==> config.mk <==
export PLATFORM = sky130hd
export DESIGN_NAME = rpr_recovery
export DESIGN_NICKNAME = d
export VERILOG_FILES = /design/src/hw/rpr_pkg.sv /design/src/hw/rpr_recovery.sv
export VERILOG_INCLUDE_DIRS = /design/src /design/src/hw
export SDC_FILE = /design/constraint.sdc
export NUM_CORES = 1
export LEC_CHECK = 0
export BUFFER_PORTS_ARGS = -buffer_cell sky130_fd_sc_hd__buf_2
export CAP_MARGIN = 20
export CORE_ASPECT_RATIO = 1.25
export CORE_MARGIN = 5
export CORE_UTILIZATION = 45
export CTS_CLUSTER_DIAMETER = 50
export CTS_CLUSTER_SIZE = 12
export DETAILED_ROUTE_END_ITERATION = 16
export PLACE_DENSITY = 0.64
export SETUP_SLACK_MARGIN = 0.3
export SLEW_MARGIN = 20
export SYNTH_ARGS = -nofsm -noshare
export SYNTH_HDL_FRONTEND = slang
export SYNTH_SLANG_ARGS = --single-unit
==> constraint.sdc <==
create_clock -name i_clk -period 4.3 [get_ports i_clk]
set_input_delay 1.075 -clock i_clk [delete_from_list [all_inputs] [get_ports i_clk]]
set_output_delay 1.075 -clock i_clk [all_outputs]
set_load 0.02 [all_outputs]
==> src/hw/rpr_cfg.svh <==
// Constants for the read prefetch recovery store
`ifndef RPR_CFG_SVH
`define RPR_CFG_SVH
`define RPR_DEPTH        4
`define RPR_RETAIN_BASE  3'h2
`define RPR_REGION_RECOV 2'h2
`define RPR_PTR_RESET    2'h0
`define RPR_CNT_RESET    3'h0
`endif

==> src/hw/rpr_pkg.sv <==
// Types shared by the read prefetch recovery store
package rpr_pkg;
  typedef logic [31:0] rpr_word_t;
  typedef logic [2:0]  rpr_region_t;
  typedef logic [1:0]  rpr_enable_t;
endpackage

==> src/hw/rpr_recovery.sv <==
// Read prefetch recovery store between backend read data and the bus data path
//
// Function
// - sync off: fetch two words beyond bus take.
// - stop backend strobes before storage overflows.
// - oldest retained word goes out first.
// - untransferred words stay held at burst end.
// - sync on: three words retained between bursts.
// - retain only when region setting equals two.
// - retained words serve same region only.
//
// Operation
// The store sits between the backend read port and the bus data path.
// A burst is the span in which i_rd_cyc is high. While it runs, the
// block asks the backend for one word per strobe cycle and keeps the
// count of words stored plus words still in flight. A word that leaves
// on the bus in the same cycle already counts as gone, so the store
// runs two words ahead of the bus, or three in sync mode.
// When the burst ends, words in flight still land in the store, and
// the next burst from the same region starts with the oldest of them.
// A burst from another region, or the end of a burst while the region
// setting is not two, empties the store instead.
// Limitation: the backend must answer each strobe with exactly one
// word, in order; a missing or extra word skews the in-flight count.
// Trade-off: the run-ahead bound counts words in flight as well as
// stored ones, so a slow backend lowers throughput but never overflows.
// Stored data has no reset; the count alone says which entries hold words.
`timescale 1ns/1ps
`default_nettype none
`include "rpr_cfg.svh"
module rpr_recovery #(
  parameter int DEPTH = `RPR_DEPTH
) (
  input  wire logic                 i_clk,
  input  wire logic                 i_rst_b,
  input  wire rpr_pkg::rpr_enable_t i_region_enable_setting,
  input  wire logic                 i_rd_sync,
  input  wire logic                 i_rd_cyc,
  input  wire rpr_pkg::rpr_region_t i_bar_select,
  input  wire logic                 i_be_valid,
  input  wire rpr_pkg::rpr_word_t   i_be_data,
  input  wire logic                 i_pci_take,
  output logic                      o_be_rd_stb,
  output logic                      o_pci_valid,
  output rpr_pkg::rpr_word_t        o_pci_data
);
  import rpr_pkg::*;

  localparam int PW = (DEPTH > 1) ? $clog2(DEPTH) : 1;
  localparam int CW = 3;

  ////////////////////////////////////////////////////////////////////////////////
  // State
  rpr_word_t        mem_ff [DEPTH];
  logic [PW-1:0]    rd_ptr_ff;
  logic [PW-1:0]    wr_ptr_ff;
  logic [CW-1:0]    cnt_ff;
  logic [CW-1:0]    infl_ff;
  logic             rd_cyc_ff;
  rpr_region_t      region_ff;

  logic [PW-1:0]    nxt_rd_ptr;
  logic [PW-1:0]    nxt_wr_ptr;
  logic [CW-1:0]    nxt_cnt;
  logic [CW-1:0]    nxt_infl;

  ////////////////////////////////////////////////////////////////////////////////
  // Decode
  wire logic            recover_en = (i_region_enable_setting == `RPR_REGION_RECOV);
  wire logic            start_w    = i_rd_cyc & ~rd_cyc_ff;
  wire logic            end_w      = rd_cyc_ff & ~i_rd_cyc;
  wire logic            mismatch_w = (i_bar_select != region_ff);
  wire logic            flush_w    = (end_w & ~recover_en) | (start_w & mismatch_w);
  // one extra word in sync mode
  wire logic [CW-1:0]   limit_w    = `RPR_RETAIN_BASE + {2'h0, i_rd_sync};
  wire logic [CW-1:0]   occ_w      = cnt_ff + infl_ff;
  // Late arrivals after a disabled burst are dropped while idle; once the next burst starts they are stored
  wire logic            keep_w     = i_rd_cyc | recover_en;
  wire logic            wr_w       = i_be_valid & keep_w & ~flush_w;
  wire logic            take_w     = i_pci_take & o_pci_valid;
  // Word leaving this cycle frees its place at once, so fetch stays a full limit ahead
  wire logic [CW-1:0]   eff_w      = occ_w - CW'(take_w);

  assign o_be_rd_stb = i_rd_cyc & ~flush_w & (eff_w < limit_w) & (eff_w < CW'(DEPTH));
  assign o_pci_valid = i_rd_cyc & ~flush_w & (cnt_ff != `RPR_CNT_RESET);
  assign o_pci_data  = mem_ff[rd_ptr_ff];

  ////////////////////////////////////////////////////////////////////////////////
  // Pointer and count update
  always_comb begin
    nxt_rd_ptr = rd_ptr_ff;
    nxt_wr_ptr = wr_ptr_ff;
    nxt_cnt    = cnt_ff;
    nxt_infl   = infl_ff + CW'(o_be_rd_stb) - CW'(i_be_valid);
    if (flush_w) begin
      nxt_rd_ptr = `RPR_PTR_RESET;
      nxt_wr_ptr = `RPR_PTR_RESET;
      nxt_cnt    = `RPR_CNT_RESET;
    end else begin
      if (take_w) begin
        nxt_rd_ptr = (rd_ptr_ff == PW'(DEPTH - 1)) ? `RPR_PTR_RESET : rd_ptr_ff + 1'b1;
      end
      if (wr_w) begin
        nxt_wr_ptr = (wr_ptr_ff == PW'(DEPTH - 1)) ? `RPR_PTR_RESET : wr_ptr_ff + 1'b1;
      end
      nxt_cnt = cnt_ff + CW'(wr_w) - CW'(take_w);
    end
  end

  always_ff @(posedge i_clk or negedge i_rst_b) begin
    if (!i_rst_b) begin
      rd_ptr_ff <= `RPR_PTR_RESET;
      wr_ptr_ff <= `RPR_PTR_RESET;
      cnt_ff    <= `RPR_CNT_RESET;
      infl_ff   <= `RPR_CNT_RESET;
      rd_cyc_ff <= 1'b0;
      region_ff <= 3'h0;
    end else begin
      rd_ptr_ff <= nxt_rd_ptr;
      wr_ptr_ff <= nxt_wr_ptr;
      cnt_ff    <= nxt_cnt;
      infl_ff   <= nxt_infl;
      rd_cyc_ff <= i_rd_cyc;
      if (start_w) begin
        region_ff <= i_bar_select; // Region that owns any prefetch from here on
      end
    end
  end

  ////////////////////////////////////////////////////////////////////////////////
  // Storage entries; data needs no reset since count guards it
  for (genvar g = 0; g < DEPTH; g++) begin : g_entry
    always_ff @(posedge i_clk) begin
      if (wr_w && (wr_ptr_ff == PW'(g))) begin
        mem_ff[g] <= i_be_data;
      end
    end
  end

  ////////////////////////////////////////////////////////////////////////////////
  // Checks
  chk_occ_bound: assert property (
    @(posedge i_clk) disable iff (!i_rst_b) occ_w <= limit_w)
    else $error("Prefetch occupancy above limit");
  chk_stb_at_limit: assert property (
    @(posedge i_clk) disable iff (!i_rst_b)
    (i_rd_cyc && !flush_w && !i_rd_sync && occ_w < 3'h2) |-> o_be_rd_stb)
    else $error("Strobe missing below two words ahead");
  chk_sync_depth: assert property (
    @(posedge i_clk) disable iff (!i_rst_b)
    (i_rd_sync && o_be_rd_stb) |=> (occ_w <= 3'h3))
    else $error("Sync mode fetched beyond three words");
  chk_head_stable: assert property (
    @(posedge i_clk) disable iff (!i_rst_b)
    (o_pci_valid && !i_pci_take && i_rd_cyc) ##1 (i_rd_cyc && !flush_w)
      |-> $stable(o_pci_data))
    else $error("Head word changed before it was taken");
  chk_hold_at_end: assert property (
    @(posedge i_clk) disable iff (!i_rst_b)
    (end_w && recover_en) |=> (cnt_ff >= $past(cnt_ff)))
    else $error("Retained words lost at burst end");
  chk_flush_off: assert property (
    @(posedge i_clk) disable iff (!i_rst_b)
    (end_w && !recover_en) |=> (cnt_ff == 3'h0) ##1 (cnt_ff == 3'h0 || i_rd_cyc))
    else $error("Words kept while recovery disabled");
  chk_region_flush: assert property (
    @(posedge i_clk) disable iff (!i_rst_b)
    (start_w && mismatch_w) |-> !o_pci_valid ##1 (cnt_ff <= 3'h1))
    else $error("Words served to a different region");
  chk_reset_empty: assert property (
    @(posedge i_clk) disable iff (!i_rst_b)
    $rose(i_rst_b) |-> (cnt_ff == 3'h0 && infl_ff == 3'h0 && !o_pci_valid))
    else $error("Store not empty after reset");

  chk_stb_idle: assert property (
    @(posedge i_clk) disable iff (!i_rst_b) !i_rd_cyc |-> !o_be_rd_stb)
    else $error("Backend strobe outside a read cycle");
  chk_valid_idle: assert property (
    @(posedge i_clk) disable iff (!i_rst_b) !i_rd_cyc |-> !o_pci_valid)
    else $error("Bus data offered outside a read cycle");
  chk_cnt_depth: assert property (
    @(posedge i_clk) disable iff (!i_rst_b) cnt_ff <= CW'(DEPTH))
    else $error("Store count above depth");
  chk_start_head: assert property (
    @(posedge i_clk) disable iff (!i_rst_b)
    (start_w && !mismatch_w && cnt_ff != 3'h0) |-> o_pci_valid)
    else $error("Retained words not offered to same region");
  chk_flush_empty: assert property (
    @(posedge i_clk) disable iff (!i_rst_b) flush_w |=> (cnt_ff == 3'h0))
    else $error("Store not empty after flush");

  // Cover points for the main scenarios

  cov_retained_start: cover property (
    @(posedge i_clk) disable iff (!i_rst_b) start_w && !mismatch_w && cnt_ff != 3'h0);
  cov_sync_three: cover property (
    @(posedge i_clk) disable iff (!i_rst_b) end_w && recover_en && i_rd_sync && occ_w == 3'h3);
  cov_region_change: cover property (
    @(posedge i_clk) disable iff (!i_rst_b) start_w && mismatch_w && cnt_ff != 3'h0);
  cov_sync_off_two: cover property (
    @(posedge i_clk) disable iff (!i_rst_b) end_w && recover_en && !i_rd_sync && occ_w == 3'h2);
  cov_disabled_end: cover property (
    @(posedge i_clk) disable iff (!i_rst_b) end_w && !recover_en && occ_w != 3'h0);
endmodule
`default_nettype wire

* Word-level counts from Yosys, hierarchy flattened
Memories as Yosys holds them, arrays and structs flattened. Index checks and enable logic that the tools add are counted.
Word-level totals: memory bits (writable) 128, output and inout port bits 34, register bits 14, input port bits 43, word-level logic and storage cells 76, bits in latches 0, memories kept 1, ROM bits 0
Operators by class: reduce and logical (&&, ||, !) cells 11, shift operators 0, multipliers 0, magnitude comparators 2, eq/ne operators 6, div/mod/pow operators 0, bitwise operators 17, multiplexer cells 24, add/sub/neg operators 9
Memories:
- mem_ff | words 4, bits a word 32, rd ports 1, clocked after memory_dff 0, wr ports 1, line rpr_recovery.sv:54 | rpr_word_t mem_ff [DEPTH];
Operators by type and width (count):
- $mux W32 | 3
- $reduce_or A32 Y1 | 3
- $mux W2 | 9
- $and A1 B1 Y1 | 11
- $mux W1 | 11
- $sub A3 B1 Y3 | 3
- $eq A2 B2 Y1 const B | 4
- $add A3 B1 Y3 | 2
- $add A2 B1 Y2 const B | 2
- $logic_and A1 B1 Y1 | 4
- $not A1 Y1 | 4
- $reduce_bool A2 Y1 | 2
- $add A2 B1 Y3 const A | 1
- $add A3 B3 Y3 | 1
- $lt A3 B3 Y1 | 1
- $lt A3 B3 Y1 const B | 1
- $mux W3 | 1
- $ne A3 B3 Y1 | 1
- $reduce_bool A3 Y1 | 1
- $eq A2 B1 Y1 const B | 1
- $logic_not A2 Y1 | 1
- $or A1 B1 Y1 | 2

* Longest topological paths before layout
Gate-level depths: netlist of run 1.
depth after elaboration 14, gate-level depth with buffers 15

* Worst setup path after synthesis of run 1
OpenSTA, ideal clock, no wires.
path kind input to register, start point input port i_bar_select[2], end point register infl_ff[2], setup slack -0.748 ns, data arrival time 4.968 ns, cell stages on the path 15, library setup time 0.080 ns, path buffers 0, required time 4.220 ns, cells stage by stage xnor2_1 > a31oi_1 > nor2_1 > ha_1 > inv_1 > ha_1 > fa_1 > xor2_1 > xnor2_1 > a2111oi_0 > ha_1 > inv_1 > fa_1 > xnor2_1 > xnor2_1
Between the ends: cells in the longest elaborated chain, start to end 13, elaborated cells on any way between the ends 14
RTL lines:
- start: declaration | line rpr_recovery.sv:39 | input wire rpr_pkg::rpr_region_t i_bar_select,
- $ne A3 B3 Y1 (*) | line rpr_recovery.sv:72 | wire logic mismatch_w = (i_bar_select != region_ff);
- $and A1 B1 Y1 (*) | line rpr_recovery.sv:73 | wire logic flush_w = (end_w & ~recover_en) | (start_w & mismatch_w);
- $or A1 B1 Y1 (*) | line rpr_recovery.sv:73
- $not A1 Y1 (*) | line rpr_recovery.sv:84, rpr_recovery.sv:85
- $and A1 B1 Y1 (*) | line rpr_recovery.sv:84, rpr_recovery.sv:85
- $and A1 B1 Y1 | line rpr_recovery.sv:85 | assign o_pci_valid = i_rd_cyc & ~flush_w & (cnt_ff != `RPR_CNT_RESET);
- $and A1 B1 Y1 | line rpr_recovery.sv:80 | wire logic take_w = i_pci_take & o_pci_valid;
- $sub A3 B1 Y3 | line rpr_recovery.sv:82 | wire logic [CW-1:0] eff_w = occ_w - CW'(take_w);
- $lt A3 B3 Y1 | line rpr_recovery.sv:84 | assign o_be_rd_stb = i_rd_cyc & ~flush_w & (eff_w < limit_w) & (eff_w < CW'(DEPTH));
- $and A1 B1 Y1 | line rpr_recovery.sv:84
- $and A1 B1 Y1 (*) | line rpr_recovery.sv:84
- net o_be_rd_stb | line rpr_recovery.sv:43 | output logic o_be_rd_stb,
- $add A3 B1 Y3 (*) | line rpr_recovery.sv:94 | nxt_infl = infl_ff + CW'(o_be_rd_stb) - CW'(i_be_valid);
- $sub A3 B1 Y3 (*) | line rpr_recovery.sv:94
- net nxt_infl[2] | line rpr_recovery.sv:65 | logic [CW-1:0] nxt_infl;
- end signal: assignment | line rpr_recovery.sv:115 | infl_ff <= `RPR_CNT_RESET;
- end signal: assignment | line rpr_recovery.sv:122 | infl_ff <= nxt_infl;
- end: declaration | line rpr_recovery.sv:58 | logic [CW-1:0] infl_ff;
The timed path passes the listed nets; every way through them passes the cells marked *. A chain may end at the register's enable or synchronous reset.

* Worst setup path in the final report of run 1
start point input port i_bar_select[1], end point output port o_be_rd_stb
Between the ends: cells in the longest elaborated chain, start to end 11, elaborated cells on any way between the ends 12
RTL lines (line):
- $ne A3 B3 Y1 (*) | rpr_recovery.sv:72
- $and A1 B1 Y1 (*) | rpr_recovery.sv:73
- $or A1 B1 Y1 (*) | rpr_recovery.sv:73
- $not A1 Y1 (*) | rpr_recovery.sv:84, rpr_recovery.sv:85
- $and A1 B1 Y1 (*) | rpr_recovery.sv:84, rpr_recovery.sv:85
- $and A1 B1 Y1 | rpr_recovery.sv:85
- $and A1 B1 Y1 | rpr_recovery.sv:80
- $sub A3 B1 Y3 | rpr_recovery.sv:82
- $lt A3 B3 Y1 | rpr_recovery.sv:84
- $and A1 B1 Y1 | rpr_recovery.sv:84
- $and A1 B1 Y1 (*) | rpr_recovery.sv:84
- end: declaration | rpr_recovery.sv:43
Every way passes the cells marked *; elsewhere a longest branch is shown, timed or not.

==> run summary, run 1 <==
The CTS H-tree depth is 4. In the post-synthesis netlist, the biggest area contributors are edfxtp_1 (69%), mux4_2 (13%), dfrtp_1 (6.3%). The overall routing resource usage is 0.149.

The actual transition at the worst max-transition pin is 0.868 ns. The number of detailed-routing iterations run before antenna repair is 4. The number of warnings reported in the yosys synthesis log is 0. The final-report max-slew violation count is 0.

The number of antenna violations at the first check in global routing came out at 0. The utilization after layout is 0.573. The leftover overflow at the end of global routing came out at 0. The max-capacitance violation count came out at 0. Of the cells placed in the final design, the portion with a size suffix greater than 1 is 0.447.

The cell with the most instances on the worst path is ha_4. The top-area cell type share of the netlist area is 0.695. In the layout the commonest cells are edfxtp_1 (128), buf_2 (73), mux4_2 (32). In the routed layout, each cell is associated on average with a via count of 5.05. From synthesis to final layout, the design area changed by 25.4%.

The portion of the clock cycle consumed by the worst path in the final layout came out at 0.996. The category of the worst setup path capture point is an output pin. The final standard cell area without fillers came out at 6940 um2. The count of buffers inserted at the top-level ports is 76. The cell chosen for the clock root is clkbuf_16. The required time of the critical path came out at 3.22 ns.

The longest individual stage delay on the worst path came out at 0.33 ns. The floorplan step defined a die boundary enclosing 14600 um2. Buffers inserted during clock tree synthesis total 17. The die boundary height came out at 134 um.

The placeable core region is 12100 um2. The endpoint arrival time on the critical path is 3.21 ns. The routed length per placed instance is 18.6 um. The analysis attributes to cell leakage a power of 2.47 nW. The final worst slack is 0.0173 ns. The number of global-route vias before repair came out at 2960. The diode insertion count for antenna repair is 0. The worst clock skew came out at 0.00612 ns. The met3 global-route usage is 0.0467. The total power divided by cell area came out at 590 nW/um2. The final layout contains 410 nets. The remaining max-slew budget at the tightest pin came out at 0.422. The sequential fraction of the synthesis area came out at 0.758. The count of state elements after synthesis is 142. Setup repair after global routing could not meet its margin everywhere.

The register clock-pin slew on the reported worst setup and hold paths came out at 0.06 ns. The worst-skew pair later-pin latency is 0.40 ns. The effective utilization at floorplan came out at 0.457. The startpoint-to-endpoint class of the critical path is primary input to output pin.

The maximum fanout count along the critical path is 2. The I/O pin count is 77. The buffer levels on the longest clock path is 2. The clock sink count came out at 142. The starting DRC count in detailed routing came out at 98. The wire length of the first global-routing pass came out at 15800 um.

edfxtp_1 takes more of the synthesized area than any other cell. The final weighted congestion in routability-driven placement came out at 0.762. The worst setup slack before clock tree synthesis is -0.0992 ns. After global routing, the most crowded layer is met2. The count of unique library cells instantiated by Yosys is 29. Counting both buffers and inverters, the worst setup path holds a total of 3. In the routed design, unresolved DRC markers number 0. Once detail routing completed, the nets flagged for antenna violations numbered 0.

The signal on the critical path passes through buf_8 -> xnor2_4 -> a31oi_4 -> nor2_4 -> ha_4 -> inv_2 -> ha_4 -> fa_2 -> xor2_1 -> xnor2_1 -> a2111oi_4 -> buf_4. The TritonCTS clock tree is built. The met2 layer usage reported by global route came out at 0.257.

The final HPWL from detailed placement came out at 6250 um. The average cell area after synthesis is 21.8 um2. The total wire length came out at 9830 um. The class of the worst hold path is register to register.

The worst setup path is launched from a primary input. The net count of the mapped netlist is 312. For met1 alone, demand over resource in global routing was 0.171. Counting every instance in the synthesized netlist gives 254.

The maximum clock rate came out at 233 MHz. The final critical-path required period came out at 4.28 ns. The final hold violation count is 0.

The area of the mapped netlist came out at 5530 um2. After detailed placement, the total cell area comes to 6280 um2. The flow ran to the end, and the final reports show no timing, DRC or antenna violations. The peak ir drop on the vdd network came out at 0.000312 V. The worst-path cell with the longest stage delay is fa_2. The pin count of the biggest net entering global routing is 35. The number of setup violations in the final report came out at 0. In this run the core area contains 45 standard-cell rows. The most common cell after layout, fill and taps aside is edfxtp_1. In this design, the largest share of critical-path delay is due to adder cells. The detailed router placed 2671 vias in this run. The floorplan step set the die width to 109 um.
-- routing by layer --
metal,up-vias,part of all wire
met1,1380,0.39
li1,1221,-
met5,-,0
met2,58,0.54
met4,0,0.014
met3,12,0.055
-- flip-flops by register name, indices dropped and copies added, names as in the netlist --
register	flops
mem_ff	128
cnt_ff	3
infl_ff	3
region_ff	3
rd_ptr_ff	2
wr_ptr_ff	2
rd_cyc_ff	1
-- what timing repair did --
item                                    4_1_cts  5_1_grt
endpoints found under the setup margin        1        2
pin swaps                                     9        2
cloned                                        0        0
buffers inserted                              2        0
hold buffers                                  0        0
gates resized for setup                       9        0
-- logic make-up after synthesis --
family                   share of synthesized area
buffers and inverters                       0.0176
AND/OR/NAND/NOR                             0.0215
AO/OA/AOI/OAI                               0.0109
adder cells (fa/ha/maj)                     0.0380
multiplexers                                 0.138
flip-flops                                   0.758
XOR/XNOR                                    0.0158
-- area by class of cell --
class,instances,area (um2)
fill,923,5160
sequential,142,4200
multi-input combinational,89,1360
timing repair buffer,87,519
clock buffer,23,468
tap,164,205
clock inverter,9,134
inverter,15,56.3
-- Yosys cell counts --
cell / count
and2_1: 5
or4_1: 1
buf_4: 3
edfxtp_1: 128
a31oi_1: 1
ha_1: 12
or3b_1: 1
a21oi_1: 1
o21ai_1: 1
a32o_1: 2
o21ai_0: 1
mux4_2: 32
nor2_1: 3
dfrtp_1: 14
inv_1: 15
nand3_1: 1
xnor2_1: 8
nand2b_1: 1
nor3_1: 2
mux2_1: 3
mux2_2: 1
xor2_1: 2
and3_1: 4
clkbuf_1: 5
nand3b_1: 1
nor2b_1: 1
a2111oi_0: 1
a311o_1: 1
fa_1: 3
-- power breakdown --
part | internal, mW | total (mW) | switching, mW
clock | 0.944 | 1.47 | 0.529
combinational | 0.447 | 0.923 | 0.476
sequential | 1.61 | 1.70 | 0.0902
total | 3.00 | 4.10 | 1.09
-- worst paths after layout --
path / from / end / slack, ns / depth (start not counted)
max: i_bar_select[1] / o_be_rd_stb / 0.02 / 12
min: infl_ff[2]$_DFF_PN0_ / infl_ff[2]$_DFF_PN0_ / 0.51 / 1
max reg2reg: cnt_ff[2]$_DFF_PN0_ / infl_ff[2]$_DFF_PN0_ / 0.71 / 17
min reg2reg: infl_ff[2]$_DFF_PN0_ / infl_ff[2]$_DFF_PN0_ / 0.51 / 1
max in group asynchronous: i_rst_b / rd_ptr_ff[0]$_DFFE_PN0P_ / 3.45 / 1
min in group asynchronous: i_rst_b / region_ff[1]$_DFFE_PN0P_ / 0.57 / 1
-- worst reg2reg max path, stage by stage, from the launching register on --
cell and delay, ns:
dfrtp_1 0.42, nor3_1 0.28, nand3b_1 0.22, nor2_4 0.06, ha_4 0.26, inv_2 0.04
ha_4 0.14, fa_2 0.33, xor2_1 0.16, xnor2_1 0.17, a2111oi_4 0.31, buf_4 0.16
buf_4 0.09, ha_1 0.13, inv_1 0.05, fa_1 0.37, xnor2_1 0.19, xnor2_1 0.14
-- through the flow --
stage / hold WS [ns] / setup TNS, ns / std cells / total power [mW]
global route: 0.560 / -0.0598 / 529 / 4.29
global placement: 0.485 / -0.0476 / 495 / 2.62
finish: 0.512 / 0 / 529 / 4.10
detailed placement: 0.506 / -0.0992 / 495 / 2.64
floorplan: 0.465 / 0 / 254 / 2.37
CTS: 0.518 / -0.0291 / 529 / 4.15
(Power assumes the default switching activity.)
==> run 2, diff against run 1 <==
CORE_UTILIZATION = 25   (was 45)
PLACE_DENSITY = 0.4   (was 0.64)
==> run summary, run 2 (synthesis gave the netlist of run 1 again) <==
Counting along the longest clock path gives a buffer depth of 2. The CTS H-tree depth came out at 4. The leftover overflow at the end of global routing is 0. The worst hold path belongs to the class register to register. Setup violations remaining at the end of the flow were counted as 0. The endpoint arrival time on the critical path is 3.20 ns. The required time of the critical path is 3.22 ns. The I/O pin count is 77. The first global-routing pass estimated 17600 um of wire.

After clock tree synthesis, the flow added hold-fix buffers numbering 0. The final-report max-slew violation count came out at 0. Using the TritonRoute via totals, the vias-per-cell ratio works out to 4.19. The portion of the clock cycle consumed by the worst path in the final layout is 0.994.

The register with the most flip-flops in the layout has 128 of them. For this run, the post-layout net count is 409. The placeable core region came out at 21700 um2.

The max-capacitance violation count is 0. The detailed router put a total of 4650 um of wire on met1. Port buffering added 76 buffers.

The later pin in the worst-skew pair is clocked with a latency of 0.41 ns. Clock skew on the completed layout was measured at 0.00548 ns. STA classifies the critical path startpoint as a primary input.

The power after layout is 4.14 mW. The run finished with clean final reports. The number of global-route vias before repair came out at 3030. The diode insertion count for antenna repair is 0. The remaining max-slew budget at the tightest pin came out at 0.339. The largest register by flop count is mem_ff. Setup repair after global routing could not meet its margin everywhere. After detailed routing, the number of remaining DRC violations is 0. The utilization after layout is 0.328.

The number of antenna violations at the first check in global routing came out at 2. The number of routed nets with antenna violations came out at 0. The startpoint-to-endpoint class of the critical path is primary input to output pin.

The die boundary height came out at 176 um. The root buffer cell chosen for the clock tree is clkbuf_16. The starting DRC count in detailed routing came out at 93. The finished layout holds 643 standard cells, fillers aside. Summed over all nets, wire length on met2 after detailed routing comes to 5990 um. The wire-length estimate of the detail-placed layout is 7450 um. In this run the power density over the cells is 582 nW/um2.

Leaving out fill and tap cells, the most frequent cells in the layout are edfxtp_1 (128), buf_2 (72), mux4_2 (32). Across all layers, the routed design uses 2692 vias. The number of placed instances, taps included, is 610. The register clock-pin slew on the reported worst setup and hold paths came out at 0.06 ns. Leaving out fill and tap cells, the most frequent cell in the layout is edfxtp_1.

The overall routing resource usage is 0.0962. The growth of design area from synthesis to finish is 28.6%. The routed design could run at a clock period as short as 4.27 ns. The final hold violation count came out at 0.

TritonCTS built the clock tree. The fraction of layout cells with a size suffix above 1 came out at 0.456. The top routing layer in use is met5. The category of the worst setup path capture point is an output pin.

The row count is 60. The peak ir drop on the vdd network is 0.000281 V. The TritonCTS buffer count came out at 17. CTS saw 142 sinks. The die area came out at 25200 um2. The maximum clock rate is 234 MHz. In this run the static leakage power is 2.48 nW. The number of detailed-routing iterations run before antenna repair is 4. At the end of routability-driven placement, the weighted congestion stood at 0.711.

The total wire length is 11500 um. After detailed routing, the average wire length per cell comes to 17.8 um. For the pin with the worst max-slew slack, the measured transition is 0.992 ns. The x dimension of the die came out at 143 um.

The effective utilization at floorplan is 0.255. The total length of routed met3 wires is 620 um. The pin count of the biggest net entering global routing is 35.

The maximum fanout count along the critical path is 2.
run 2: cell count changes in the layout (fill, tap and decap cells not counted), moves of 2 or more:
cell,delta
clkbuf_1,-3
clkbuf_8,-2
clkinv_2,+2
clkinv_4,+2
run 2: stage by stage:
step,area (um2),hold slack (ns),setup TNS [ns],setup WS (ns)
floorplan,5630,0.465,0,0.109
global placement,6440,0.486,-0.0661,-0.0661
detailed placement,6440,0.494,-0.0904,-0.0904
CTS,7080,0.506,-0.0191,-0.0191
global route,7120,0.521,-0.0652,-0.0652
finish,7120,0.501,0,0.0273
run 2: worst paths after layout:
| check | startpoint | endpoint | slack (ns) | cells past startpoint |
|---|---|---|---|---|
| setup / recovery | i_bar_select[2] | o_be_rd_stb | 0.03 | 12 |
| hold / removal | infl_ff[2]$_DFF_PN0_ | infl_ff[2]$_DFF_PN0_ | 0.50 | 1 |
| setup reg to reg | cnt_ff[2]$_DFF_PN0_ | infl_ff[2]$_DFF_PN0_ | 0.64 | 17 |
| hold reg to reg | infl_ff[2]$_DFF_PN0_ | infl_ff[2]$_DFF_PN0_ | 0.50 | 1 |
| max in group asynchronous | i_rst_b | rd_ptr_ff[1]$_DFFE_PN0P_ | 3.46 | 1 |
| min in group asynchronous | i_rst_b | region_ff[1]$_DFFE_PN0P_ | 0.56 | 1 |
run 2: metal layers:
metal / track usage / up-vias
li1: - / 1219
met1: 0.111 / 1396
met2: 0.161 / 57
met3: 0.0377 / 16
met4: 0.0357 / 4
met5: 0 / -
run 2: report_power, final:
part	switching, mW	internal [mW]	total [mW]	leakage (nW)
Combinational	0.468	0.471	0.939	0.857
Sequential	0.122	1.61	1.73	1.33
Clock	0.556	0.911	1.47	0.286
Total	1.15	2.99	4.14	2.48
run 2: area by class of cell:
cell class                      count  area (um2)
Clock buffer                       18         429
Clock inverter                     14         166
Fill cell                        2063       14600
Inverter                           15        56.3
Multi-Input combinational cell     89        1390
Sequential cell                   142        4200
Tap cell                          279         349
Timing Repair Buffer               86         531
run 2: repair_timing:
item	4_1_cts	5_1_grt
resized for setup	9	5
setup endpoints to repair	1	1
pin swaps	9	7
buffers inserted	1	0
run 2: worst max-delay path: stages:
cell and delay, ns:
buf_8 0.10, xnor2_4 0.12, a31oi_4 0.22, nor2_4 0.06
ha_4 0.25, inv_2 0.03, ha_4 0.15, fa_2 0.37
xor2_2 0.17, xnor2_2 0.15, a2111oi_4 0.29, buf_4 0.20
==> run 3, diff against run 2 <==
CTS_CLUSTER_DIAMETER = 150   (was 50)
clock period = 5.1 ns   (was 4.3 ns; I/O delays follow)
==> run summary, run 3 (synthesis gave the netlist of run 1 again) <==
The actual transition at the worst max-transition pin came out at 0.985 ns. The number of antenna violations at the first check in global routing is 3. The growth of design area from synthesis to finish is 27.2%.

Setup repair after global routing could not meet its margin everywhere. The final-report max-slew violation count is 0. The relative contribution of the clock network to total power is 0.369.

The clock sink count is 142. The pin count of the biggest net entering global routing is 35. The count of filler cells inserted in the layout came out at 2110.

The maximum clock rate came out at 211 MHz. The die area came out at 25200 um2. The most common cell after layout, fill and taps aside is edfxtp_1. The starting DRC count in detailed routing came out at 103. The count of buffers inserted at the top-level ports is 76.

Summed over all nets, the half-perimeter wirelength after detailed placement is 7240 um. The largest register by flop count is mem_ff. The worst pin sits at a relative slew slack of 0.343. The flow ran to the end, and the final reports show no timing, DRC or antenna violations. The overall routing resource usage came out at 0.0952. The share of total power dissipated in sequential elements is 0.420. Max-cap violations in this run came to 0.

TritonCTS built the clock tree. The cell chosen for the clock root is clkbuf_16. The CTS H-tree depth is 4.

The net count reported at finish is 409. The floorplan step defined a core boundary enclosing 21700 um2. The leakage dissipation is 2.47 nW. The DRC violation count after routing came out at 0. The flip-flop count of the largest register, all copies and words added came out at 128.

The startpoint-to-endpoint class of the critical path is primary input to output pin. The buffer levels on the longest clock path came out at 2. The number of global-route vias before repair was 2989.

The total wire length is 11500 um. The first global-routing pass estimated 17500 um of wire. The I/O pin count is 77. The final hold violation count came out at 0. The summed negative setup slack over all endpoints came out at 0 ns.

Dividing total power by cell area gives a power density of 495 nW/um2. The later pin in the worst-skew pair is clocked with a latency of 0.41 ns. The net load switching power is 944 uW. The utilization after layout came out at 0.324.

In this run the core area contains 60 standard-cell rows. The portion of the clock cycle consumed by the worst path in the final layout came out at 0.928. The worst setup path is captured at an output pin. The routed length per placed instance is 17.8 um. The required time of the critical path came out at 3.83 ns.

The cell-internal power is 2.54 mW. Overall power consumption after layout is estimated at 3.49 mW. The number of setup violations in the final report is 0.

The final weighted congestion in routability-driven placement is 0.743. In the routed layout, each cell is associated on average with a via count of 4.18. The count of nets left with antenna violations once routing finished came out at 0. STA classifies the critical path startpoint as a primary input. The register area is 4200 um2. The leftover overflow at the end of global routing came out at 0.

The final route contains 2690 vias. The worst clock skew is 0.00826 ns. The peak ir drop on the vdd network is 0.000275 V.

In the layout the commonest cells are edfxtp_1 (128), buf_2 (73), mux4_2 (32). The maximum fanout count along the critical path came out at 2. The fraction of layout cells with a size suffix above 1 came out at 0.451. The final critical-path required period is 4.73 ns. The effective utilization at floorplan is 0.255. The register clock-pin slew on the reported worst setup and hold paths came out at 0.06 ns.

For the worst setup path, the data arrival time is 3.46 ns. The class of the worst hold path is register to register. The proportion of power drawn by combinational gates came out at 0.211.

The first detailed-routing pass took 4 iterations. The x dimension of the die is 143 um. Of the total power, the share spent switching nets is 0.271. The diode insertion count for antenna repair is 0. The multi-input combinational cell area came out at 1340 um2. The die boundary height is 176 um. Counting the buffers created by CTS gives 17.
run 3: layout make-up:
type,count,share of cell area
inverter,15,0.00800
tap,279,0.0496
timing repair buffer,86,0.0674
clock buffer,18,0.0610
clock inverter,14,0.0268
multi-input combinational,89,0.191
sequential,142,0.596
run 3: worst paths after layout:
check	cells after the start	slack (ns)	end	start
min in group asynchronous	1	0.76	region_ff[2]$_DFFE_PN0P_	i_rst_b
max	12	0.37	o_be_rd_stb	i_bar_select[1]
max in group asynchronous	1	4.06	rd_ptr_ff[1]$_DFFE_PN0P_	i_rst_b
min reg2reg	1	0.51	infl_ff[2]$_DFF_PN0_	infl_ff[2]$_DFF_PN0_
max reg2reg	16	1.54	infl_ff[2]$_DFF_PN0_	cnt_ff[2]$_DFF_PN0_
min	1	0.51	infl_ff[2]$_DFF_PN0_	infl_ff[2]$_DFF_PN0_
run 3: timing repair:
action | 4_1_cts | 5_1_grt
resized for setup | 1 | 17
setup buffers | 0 | 4
hold buffers | 0 | 0
setup endpoints to repair | 1 | 1
pin swaps | 0 | 8
run 3: worst max-delay path, stage by stage:
cell and delay, ns:
buf_8 0.10, xnor2_4 0.14, a31oi_4 0.19, nor2_2 0.06
ha_1 0.28, inv_2 0.04, ha_4 0.15, fa_2 0.35
xor2_1 0.15, xnor2_1 0.15, a2111oi_4 0.35, buf_4 0.20
run 3: metal layers:
metal,part of all wire,vias up,GRT usage
li1,-,1215,-
met1,0.41,1387,0.114
met2,0.51,68,0.155
met3,0.068,14,0.0398
met4,0.012,6,0.0333
met5,0.0031,-,0
run 3: stage by stage:
stage	std cells	worst slack (ns)	hold WS (ns)	area, um2
after floorplan	254	0.321	0.465	5550
after global placement	607	0.329	0.490	6290
after detailed placement	607	0.277	0.495	6290
after CTS	639	0.304	0.507	6910
after global routing	643	0.272	0.536	7040
final	643	0.368	0.510	7040
run 3: power groups by stage:
| stage | sequential [mW] | clock (mW) | combinational, mW |
|---|---|---|---|
| after floorplan | 1.41 | 0 | 0.567 |
| after global placement | 1.49 | 0 | 0.710 |
| after detailed placement | 1.49 | 0 | 0.717 |
| after CTS | 1.47 | 1.33 | 0.721 |
| after global routing | 1.48 | 1.38 | 0.815 |
| final | 1.46 | 1.29 | 0.735 |
